<file path="config.mk">
export PLATFORM = sky130hd
export DESIGN_NAME = ictc_core
export DESIGN_NICKNAME = d
export VERILOG_FILES = /design/src/include/ictc_pkg.sv /design/src/hw/ictc_core.sv
export VERILOG_INCLUDE_DIRS = /design/src /design/src/include
export SDC_FILE = /design/constraint.sdc
export NUM_CORES = 2
export LEC_CHECK = 0
export BUFFER_PORTS_ARGS = -buffer_cell sky130_fd_sc_hd__buf_4
export CORE_MARGIN = 4
export CORE_UTILIZATION = 36
export DETAILED_ROUTE_END_ITERATION = 10
export PLACE_DENSITY_LB_ADDON = 0.1
export SYNTH_ARGS = -nofsm -noshare
export SYNTH_HDL_FRONTEND = slang
export SYNTH_SLANG_ARGS = --single-unit
</file>
<file path="constraint.sdc">
create_clock -name CLOCK -period 184.8 [get_ports CLOCK]
set_clock_uncertainty 0.1 [all_clocks]
set_input_delay 9.24 -clock CLOCK [delete_from_list [all_inputs] [get_ports CLOCK]]
set_output_delay 9.24 -clock CLOCK [all_outputs]
set_load 0.005 [all_outputs]
</file>
<file path="src/include/ictc_map.svh">
// Constants of the coil timing capture sequencer
// ----------------------------------------------------------------------
// What this block does
// - Zero calibration averages each of six probe pairs over eight samples.
// - Successful calibration offsets go to nonvolatile memory, then correct capacitance.
// - Inductance runs only for resistive parts below 2100 ohms.
// - Sixteen-bit timing counter starts as coil current is switched on.
// - Comparator crossing of the internal reference latches the counter.
// - Every counter rollover increments a separate overflow tally.
// - Counter halts once the capture event has happened.
// - Elapsed time comes from latched count plus overflow tally.
// - After timing, positive terminal goes to ground until no current remains.
// - Coils below 24 ohms are measured without the 680 ohm resistor.
// - Results with the sense resistor have 0.1 mH resolution.
// - Results without the sense resistor have 0.01 mH resolution.
// - Six counts are subtracted when measuring without sense resistor.
// - Seven or eight counts are subtracted when measuring with it.
// - Measurement is repeated with counter start delayed after switch-on.
// - Delayed repeats always use the 680 ohm sense resistor.
// - Each coil is measured with current in both directions.
// - Keep the larger result per direction, report the smaller direction.
// - Logarithm term comes from a built-in lookup table.
// ----------------------------------------------------------------------
`ifndef ICTC_MAP_SVH
`define ICTC_MAP_SVH

`define CLK_NS 50
`define CNT_W 16
`define CNT_MAX 16'hffff
`define RES_LIMIT_OHM 12'd2100
`define L_NOSENSE_OHM 12'd24
`define PORT_OHM 13'd19
`define SENSE_OHM 13'd680
`define ZERO_FINE 32'd6
`define ZERO_SENSE_DEF 7
`define L_DELAY_NS 5000
`define L_DELAY_CYC 16'((`L_DELAY_NS + `CLK_NS - 1) / `CLK_NS)
`define LOG_Q 256
`define L_FINE_NS 10000
`define L_COARSE_NS 100000
`define L_DIV_FINE 64'(`LOG_Q * `L_FINE_NS / `CLK_NS)
`define L_DIV_COARSE 64'(`LOG_Q * `L_COARSE_NS / `CLK_NS)
`define COARSE_TO_FINE 64'd10
`define CAL_COMBOS 6
`define CAL_LAST 3'd5
`define CAL_REPS 4'd8
`define CAL_SHIFT 3
`define CAL_MAX_DEF 16'h0190

`endif

</file>
<file path="src/include/ictc_pkg.sv">
// Types of the coil timing capture sequencer
package ictc_pkg;

  typedef enum logic [2:0] {ST_IDLE, ST_DELAY, ST_RUN, ST_DISCH, ST_CAL, ST_NVM} ictc_state_type;

  typedef struct packed {
    logic pos_high;
    logic pos_low;
    logic sense_in;
    logic reverse;
  } ictc_coil_type;

  typedef struct packed {
    logic valid;
    logic skipped;
    logic fine;
    logic [31:0] value;
  } ictc_result_type;

  typedef struct packed {
    logic valid;
    logic [2:0] combo;
    logic [15:0] value;
  } ictc_cap_type;

  typedef struct packed {
    ictc_state_type st;
    ictc_coil_type coil;
    logic [15:0] cnt;
    logic [15:0] ovf;
    logic [15:0] dly;
    logic dir;
    logic att;
    logic [1:0][31:0] best;
    logic [1:0] best_fine;
    ictc_result_type res;
    logic busy;
    logic [5:0][18:0] sums;
    logic [5:0][3:0] seen;
    logic [5:0][15:0] offs;
    ictc_cap_type cap_out;
    logic nvm_we;
    logic [2:0] nvm_addr;
    logic [15:0] nvm_data;
    logic cal_ok;
    logic [2:0] widx;
  } ictc_regs_type;

endpackage

</file>
<file path="src/hw/ictc_core.sv">
// Coil timing capture sequencer with capacitance zero calibration
`timescale 1ns/10ps
`include "ictc_map.svh"

module ictc_core
  import ictc_pkg::*;
#(
  parameter int ZERO_SENSE = `ZERO_SENSE_DEF,
  parameter logic [15:0] CAL_MAX = `CAL_MAX_DEF
) (
  // Clock and reset
  input wire logic CLOCK,
  input wire logic SRST,
  // Requests and part data
  input wire logic START,
  input wire logic CAL_START,
  input wire logic PART_IS_RES,
  input wire logic [11:0] PART_RES,
  input wire logic [3:0] LOG_INDEX,
  // Analog front end
  input wire logic CMP_ABOVE,
  input wire logic NO_CUR_A,
  input wire logic NO_CUR_B,
  // Capacitance samples
  input wire ictc_cap_type CAP_IN,
  // Coil drive
  output ictc_coil_type COIL,
  // Results
  output ictc_result_type RESULT,
  output logic BUSY,
  output ictc_cap_type CAP_OUT,
  output logic CAL_OK,
  // Nonvolatile store
  output logic NVM_WE,
  output logic [2:0] NVM_ADDR,
  output logic [15:0] NVM_DATA
);

  // ----------------------------------------------------------------------
  // Elaboration checks
  // ----------------------------------------------------------------------
  if (ZERO_SENSE < 7 || ZERO_SENSE > 8) begin : g_bad_zero
    $error("ZERO_SENSE must be 7 or 8");
  end
  if (CAL_MAX == 16'h0) begin : g_bad_cal
    $error("CAL_MAX must be above zero");
  end
  // Tally and count are joined as two 16-bit halves
  if (`CNT_W != 16) begin : g_bad_width
    $error("counter width must be 16");
  end

  // ----------------------------------------------------------------------
  // Log table
  // ----------------------------------------------------------------------
  // Q8 of -1/ln(1-x), x at the centre of each sixteenth of Uref/Umax
  function automatic logic [15:0] log_term(input logic [3:0] idx);
    case (idx)
      4'h0: log_term = 16'h1f80;
      4'h1: log_term = 16'h0a29;
      4'h2: log_term = 16'h05e3;
      4'h3: log_term = 16'h040d;
      4'h4: log_term = 16'h0307;
      4'h5: log_term = 16'h0260;
      4'h6: log_term = 16'h01eb;
      4'h7: log_term = 16'h0195;
      4'h8: log_term = 16'h0152;
      4'h9: log_term = 16'h011c;
      4'ha: log_term = 16'h00f0;
      4'hb: log_term = 16'h00ca;
      4'hc: log_term = 16'h00a8;
      4'hd: log_term = 16'h008a;
      4'he: log_term = 16'h006c;
      default: log_term = 16'h004a;
    endcase
  endfunction

  // ----------------------------------------------------------------------
  // Arithmetic
  // ----------------------------------------------------------------------
  // Difference floored at zero, shared by timing and capacitance paths
  function automatic logic [31:0] sub_floor(input logic [31:0] a, input logic [31:0] b);
    sub_floor = (a > b) ? a - b : 32'h0;
  endfunction

  // Tally and held count joined, zero offset removed, floored at zero
  function automatic logic [31:0] elapsed(input logic [15:0] ovf, input logic [15:0] cnt,
                                          input logic sense);
    logic [31:0] raw;
    logic [31:0] off;
    raw = {ovf, cnt};
    off = sense ? 32'(ZERO_SENSE) : `ZERO_FINE;
    elapsed = sub_floor(raw, off);
  endfunction

  // Inductance in 0.01 mH units; coarse runs are truncated to 0.1 mH
  function automatic logic [31:0] induct(input logic [31:0] t, input logic [11:0] ohm,
                                         input logic sense, input logic [3:0] idx);
    logic [12:0] rges;
    logic [63:0] prod;
    logic [63:0] v;
    rges = 13'(ohm) + `PORT_OHM + (sense ? `SENSE_OHM : 13'h0);
    prod = 64'(t) * 64'(rges) * 64'(log_term(idx));
    if (sense) begin
      v = (prod / `L_DIV_COARSE) * `COARSE_TO_FINE;
    end else begin
      v = prod / `L_DIV_FINE;
    end
    induct = (v > 64'h0000_0000_ffff_ffff) ? 32'hffff_ffff : v[31:0];
  endfunction

  // Switch current on; counter starts now or after the delay
  function automatic ictc_regs_type launch(input ictc_regs_type r, input logic [11:0] ohm);
    ictc_regs_type q;
    q = r;
    q.coil.pos_high = 1'b1;
    q.coil.pos_low = 1'b0;
    q.coil.reverse = r.dir;
    q.coil.sense_in = r.att | (ohm >= `L_NOSENSE_OHM);
    q.cnt = 16'h0;
    q.ovf = 16'h0;
    q.dly = `L_DELAY_CYC;
    q.st = r.att ? ST_DELAY : ST_RUN;
    return q;
  endfunction

  // ----------------------------------------------------------------------
  // State
  // ----------------------------------------------------------------------
  ictc_regs_type r;
  ictc_regs_type next_r;
  logic [5:0][15:0] avg;
  logic all_seen;
  logic cal_good;
  logic [31:0] t_el;
  logic [31:0] val;

  // ----------------------------------------------------------------------
  // Sequencer
  // ----------------------------------------------------------------------
  always_comb begin
    next_r = r;
    next_r.res.valid = 1'b0;
    next_r.nvm_we = 1'b0;
    next_r.cap_out.valid = 1'b0;
    all_seen = 1'b1;
    cal_good = 1'b1;
    for (int i = 0; i < `CAL_COMBOS; i++) begin
      avg[i] = r.sums[i][18:`CAL_SHIFT];
      all_seen = all_seen & (r.seen[i] == `CAL_REPS);
      cal_good = cal_good & (avg[i] <= CAL_MAX);
    end
    // Held count read before the update, so discharge sees the captured value
    t_el = elapsed(r.ovf, r.cnt, r.coil.sense_in);
    val = induct(t_el, PART_RES, r.coil.sense_in, LOG_INDEX);

    // ------------------------------------------------------------------
    // Capacitance correction
    // ------------------------------------------------------------------
    // Offsets corrected on every sample of combinations 0 to 5 outside calibration
    if (CAP_IN.valid && r.st != ST_CAL && CAP_IN.combo <= `CAL_LAST) begin
      next_r.cap_out.valid = 1'b1;
      next_r.cap_out.combo = CAP_IN.combo;
      next_r.cap_out.value = 16'(sub_floor(32'(CAP_IN.value),
                                           32'(r.offs[CAP_IN.combo])));
    end

    // ------------------------------------------------------------------
    // Measurement and calibration steps
    // ------------------------------------------------------------------
    case (r.st)
      ST_IDLE: begin
        // START wins over CAL_START in the same cycle
        next_r.busy = 1'b0;
        next_r.coil = '0;
        if (START) begin
          if (PART_IS_RES && PART_RES < `RES_LIMIT_OHM) begin
            next_r.busy = 1'b1;
            next_r.dir = 1'b0;
            next_r.att = 1'b0;
            next_r.best = '0;
            next_r.best_fine = '0;
            next_r = launch(next_r, PART_RES);
          end else begin
            next_r.res = '0;
            next_r.res.valid = 1'b1;
            next_r.res.skipped = 1'b1;
          end
        end else if (CAL_START) begin
          next_r.busy = 1'b1;
          next_r.sums = '0;
          next_r.seen = '0;
          next_r.st = ST_CAL;
        end
      end
      ST_DELAY: begin
        // Lets the parasitic capacitance spike pass before timing
        next_r.dly = r.dly - 16'h1;
        if (r.dly <= 16'h1) begin
          next_r.st = ST_RUN;
        end
      end
      ST_RUN: begin
        if (CMP_ABOVE || (r.ovf == `CNT_MAX && r.cnt == `CNT_MAX)) begin
          // Count held where it stood; tally saturation ends runaway timing
          next_r.st = ST_DISCH;
          next_r.coil.pos_high = 1'b0;
          next_r.coil.pos_low = 1'b1;
        end else begin
          next_r.cnt = r.cnt + 16'h1;
          if (r.cnt == `CNT_MAX) begin
            next_r.ovf = r.ovf + 16'h1;
          end
        end
      end
      ST_DISCH: begin
        // One quiet terminal can still hide current, so both must settle
        if (NO_CUR_A && NO_CUR_B) begin
          next_r.coil = '0;
          if (val > r.best[r.dir]) begin
            next_r.best[r.dir] = val;
            next_r.best_fine[r.dir] = ~r.coil.sense_in;
          end
          if (!r.att) begin
            next_r.att = 1'b1;
            next_r = launch(next_r, PART_RES);
          end else if (!r.dir) begin
            next_r.dir = 1'b1;
            next_r.att = 1'b0;
            next_r = launch(next_r, PART_RES);
          end else begin
            next_r.st = ST_IDLE;
            next_r.busy = 1'b0;
            next_r.res.valid = 1'b1;
            next_r.res.skipped = 1'b0;
            if (next_r.best[1] < next_r.best[0]) begin
              next_r.res.value = next_r.best[1];
              next_r.res.fine = next_r.best_fine[1];
            end else begin
              next_r.res.value = next_r.best[0];
              next_r.res.fine = next_r.best_fine[0];
            end
          end
        end
      end
      ST_CAL: begin
        // Extra samples of a finished combination are dropped
        if (all_seen) begin
          next_r.cal_ok = cal_good;
          if (cal_good) begin
            next_r.offs = avg;
            next_r.widx = 3'h0;
            next_r.st = ST_NVM;
          end else begin
            next_r.busy = 1'b0;
            next_r.st = ST_IDLE;
          end
        end else if (CAP_IN.valid && CAP_IN.combo <= `CAL_LAST
                     && r.seen[CAP_IN.combo] != `CAL_REPS) begin
          next_r.sums[CAP_IN.combo] = r.sums[CAP_IN.combo] + 19'(CAP_IN.value);
          next_r.seen[CAP_IN.combo] = r.seen[CAP_IN.combo] + 4'h1;
        end
      end
      ST_NVM: begin
        // One word per cycle; the store must take back-to-back writes
        next_r.nvm_we = 1'b1;
        next_r.nvm_addr = r.widx;
        next_r.nvm_data = r.offs[r.widx];
        next_r.widx = r.widx + 3'h1;
        if (r.widx == `CAL_LAST) begin
          next_r.busy = 1'b0;
          next_r.st = ST_IDLE;
        end
      end
      default: begin
        next_r.st = ST_IDLE;
      end
    endcase
  end

  // ----------------------------------------------------------------------
  // Registers
  // ----------------------------------------------------------------------
  always_ff @(posedge CLOCK) begin
    if (SRST) begin
      r <= '0;
    end else begin
      r <= next_r;
    end
  end

  // ----------------------------------------------------------------------
  // Outputs
  // ----------------------------------------------------------------------
  // Straight from the state register, no logic after the flops
  assign COIL = r.coil;
  assign RESULT = r.res;
  assign BUSY = r.busy;
  assign CAP_OUT = r.cap_out;
  assign CAL_OK = r.cal_ok;
  assign NVM_WE = r.nvm_we;
  assign NVM_ADDR = r.nvm_addr;
  assign NVM_DATA = r.nvm_data;

endmodule // ictc_core

</file>
==> results.toml <==
[die]
die_w_um = 487.9
die_h_um = 487.9
num_rows = 175
io_pins = 125
start_util = 0.3631
core_region_area_mm2 = 0.2284
design.die.area_mm2 = 0.2381

[global_route]
grt.total_usage = 0.2418
grt_overflow = 0
grt_pass1_wl_um = 459100
grt_start_max_net_pins = 212
antenna_found_initial = 3
grt_pass1_vias = 76780

[cells_and_area]
final_cell_count_no_fill = 13160
fin_nets = 11410
drive_above_1_share = 0.1072
final.fill_count = 23740
area_growth_pct = 5.453
diodes = 0

[synthesis]
yosysWarnings = 0
postSynth.asyncResetShare = 0
ys_top_cells_by_count = "1132 x nand2_1, 1132 x nor2_1, 992 x inv_1"
synthTopCellsByArea = "fa_1 19%, dfxtp_1 11%, ha_1 6.9%"
synth_cells = 10380
synth_top_area_frac = 0.1946
synth_edf_count = 0
synthDistinctLibCells = 204
ys_seq_area_frac = 0.1055
synth_flop_cell = "dfxtp_1"
postSynthAreaPerCell_um2 = 7.990
netlist_area_mm2 = 0.08292
yosys.area.top_type = "fa_1"
synth_fp_nets = 11680
ys_ff_latch = 437

[clocking]
hold_buffers = 0
clk_pin_slew_ps = 60
clock_sinks = 437
cts-resized-gates = 0
htree_levels = 2
cts-root-buf = "clkbuf_16"
postCtsSetupRepairBufs = 0
clk_latency_ps = 640
cts_buffers = 48
cts_tree = "done"
ctsLongestPathBuffers = 3

[worst_setup_path]
reg2reg_to = "RESULT[4]"
path_max_fanout = 34
cp-start-kind = "input pin"
cp_slowest_cell = "xnor2_1"
path_class = "input pin to flip-flop"
ff2ff_setup_slack_ps = 114180
rr_worst_depth = 264
path_delay_family = "compound AO/OA/AOI/OAI gates"
slowest_delay_ps = 850
end_kind = "flip-flop"
worstPathArrival_ps = 78260
cp.required_ps = 185260
r2r-start = "COIL[1]"
cp_num_buf_inv = 19
cp_common_cell = "a21oi_1"

[place]
gp_congestion = 0.9123
port_buffers = 124
pre_cts_ws_ps = 107170
post-place-cells = 13070
dp_hpwl_um = 231700

[timing]
tightest_slew_ps = 1236
slew-limit-headroom = 0.1671
fmax_mhz = 12.85
fin_setup_tns_ps = 0
post-route-period-util = 0.4210
finalSetupViolations = 0
period_minus_slack_ps = 77790
hold_viol = 0
setup_slack_ps = 107010
rsz0062_at_grt = "no"
slew_violations = 0

[routing]
first_iter_violations = 5439
vias = 76270
drt-pass1-iter-count = 6
drc = 0
wirelength_um = 295600
wl_per_cell_um = 22.47
drtAntennaViolNets = 0
via_per_inst = 5.797

[job]
cap_violations = 0

[hold_path]
hold-path-endpoint = "RESULT[1]"
holdPathStages = 2
min_from = "RESULT[1]"
min_path_type = "flip-flop to flip-flop"

[run_status]
status = "complete, no violations"
[layout by cell type, fill, tap and decap left out, drive strengths merged, types with 179 or more instances in the layout]
cell type and n:
nor2 1143, nor3 215, a21oi 601, ha 454, and2 188, fa 806, mux2i 192, xnor2 337
buf 321, nand3 179, nand2 1151, o21ai 380, a22oi 317, dfxtp 437, inv 1000
[worst max path at each step]
stage / cells after the start / slack, ps / to / start
2_1_floorplan: 271 / 118990 / RESULT[32] / PART_RES[0]
3_3_place_gp: 256 / 108120 / RESULT[4] / PART_RES[0]
3_5_place_dp: 249 / 107170 / RESULT[4] / PART_RES[0]
4_1_cts: 255 / 107740 / RESULT[4] / PART_RES[0]
5_1_grt: 255 / 101880 / RESULT[4] / PART_RES[0]
6_report: 257 / 107010 / RESULT[4] / PART_RES[0]
[routing by layer]
layer,wire [um],vias up,GRT usage
met5,0,-,0
met4,8918,0,0.06430
met1,133500,37960,0.3277
met3,13240,367,0.02270
li1,-,35890,-
met2,140000,2059,0.4109
[metrics by stage]
step           cell area (um^2)    util  hold slack, ps
6_report                  87440  0.3829           353.2
5_1_grt                   87440  0.3829           386.3
4_1_cts                   87440  0.3829           357.2
3_5_place_dp              85800  0.3757           347.6
3_3_place_gp              85800  0.3757           338.1
2_1_floorplan             82920       -           322.8
[kinds of logic (layout without fill, tap and decap cells)]
family	count (synthesis)	count (layout)	share of synthesized area
simple gates	3556	3556	0.2020
compound gates	2729	2729	0.2472
buf+inv	1638	1409	0.09091
fa+ha+maj	1287	1287	0.2665
xor+xnor	448	448	0.04963
flops	437	437	0.1055
mux	283	283	0.03827
[sequential cells by signal (all words and copies together), names as in the netlist]
signal / flops
COIL: 4
BUSY: 1
RESULT: 35
avg: 96
CAL_OK: 1
r: 260
CAP_OUT: 20
NVM_WE: 1
NVM_ADDR: 3
NVM_DATA: 16
[worst reg2reg max path, delay by kind of cell, from the launching register on]
family / cells / cell delay, ps
compound gates: 142 / 35440
simple gates: 69 / 16430
fa+ha+maj: 22 / 9190
xor+xnor: 7 / 3140
mux: 8 / 2830
buf+inv: 16 / 2820
flops: 1 / 630
[area by class of cell]
| type | instances | area [um^2] | area share |
|---|---|---|---|
| clock buffer | 69 | 1360 | 0.01555 |
| clock inverter | 20 | 282.8 | 0.003234 |
| inverter | 999 | 3760 | 0.04300 |
| multi-input combinational | 8303 | 67090 | 0.7673 |
| sequential | 437 | 8751 | 0.1001 |
| tap | 3009 | 3765 | 0.04306 |
| timing repair buffer | 321 | 2430 | 0.02779 |
Power is left out: the tool's default activity adds up to more than one toggle a clock period on the data nets, which glitch-free logic cannot reach.
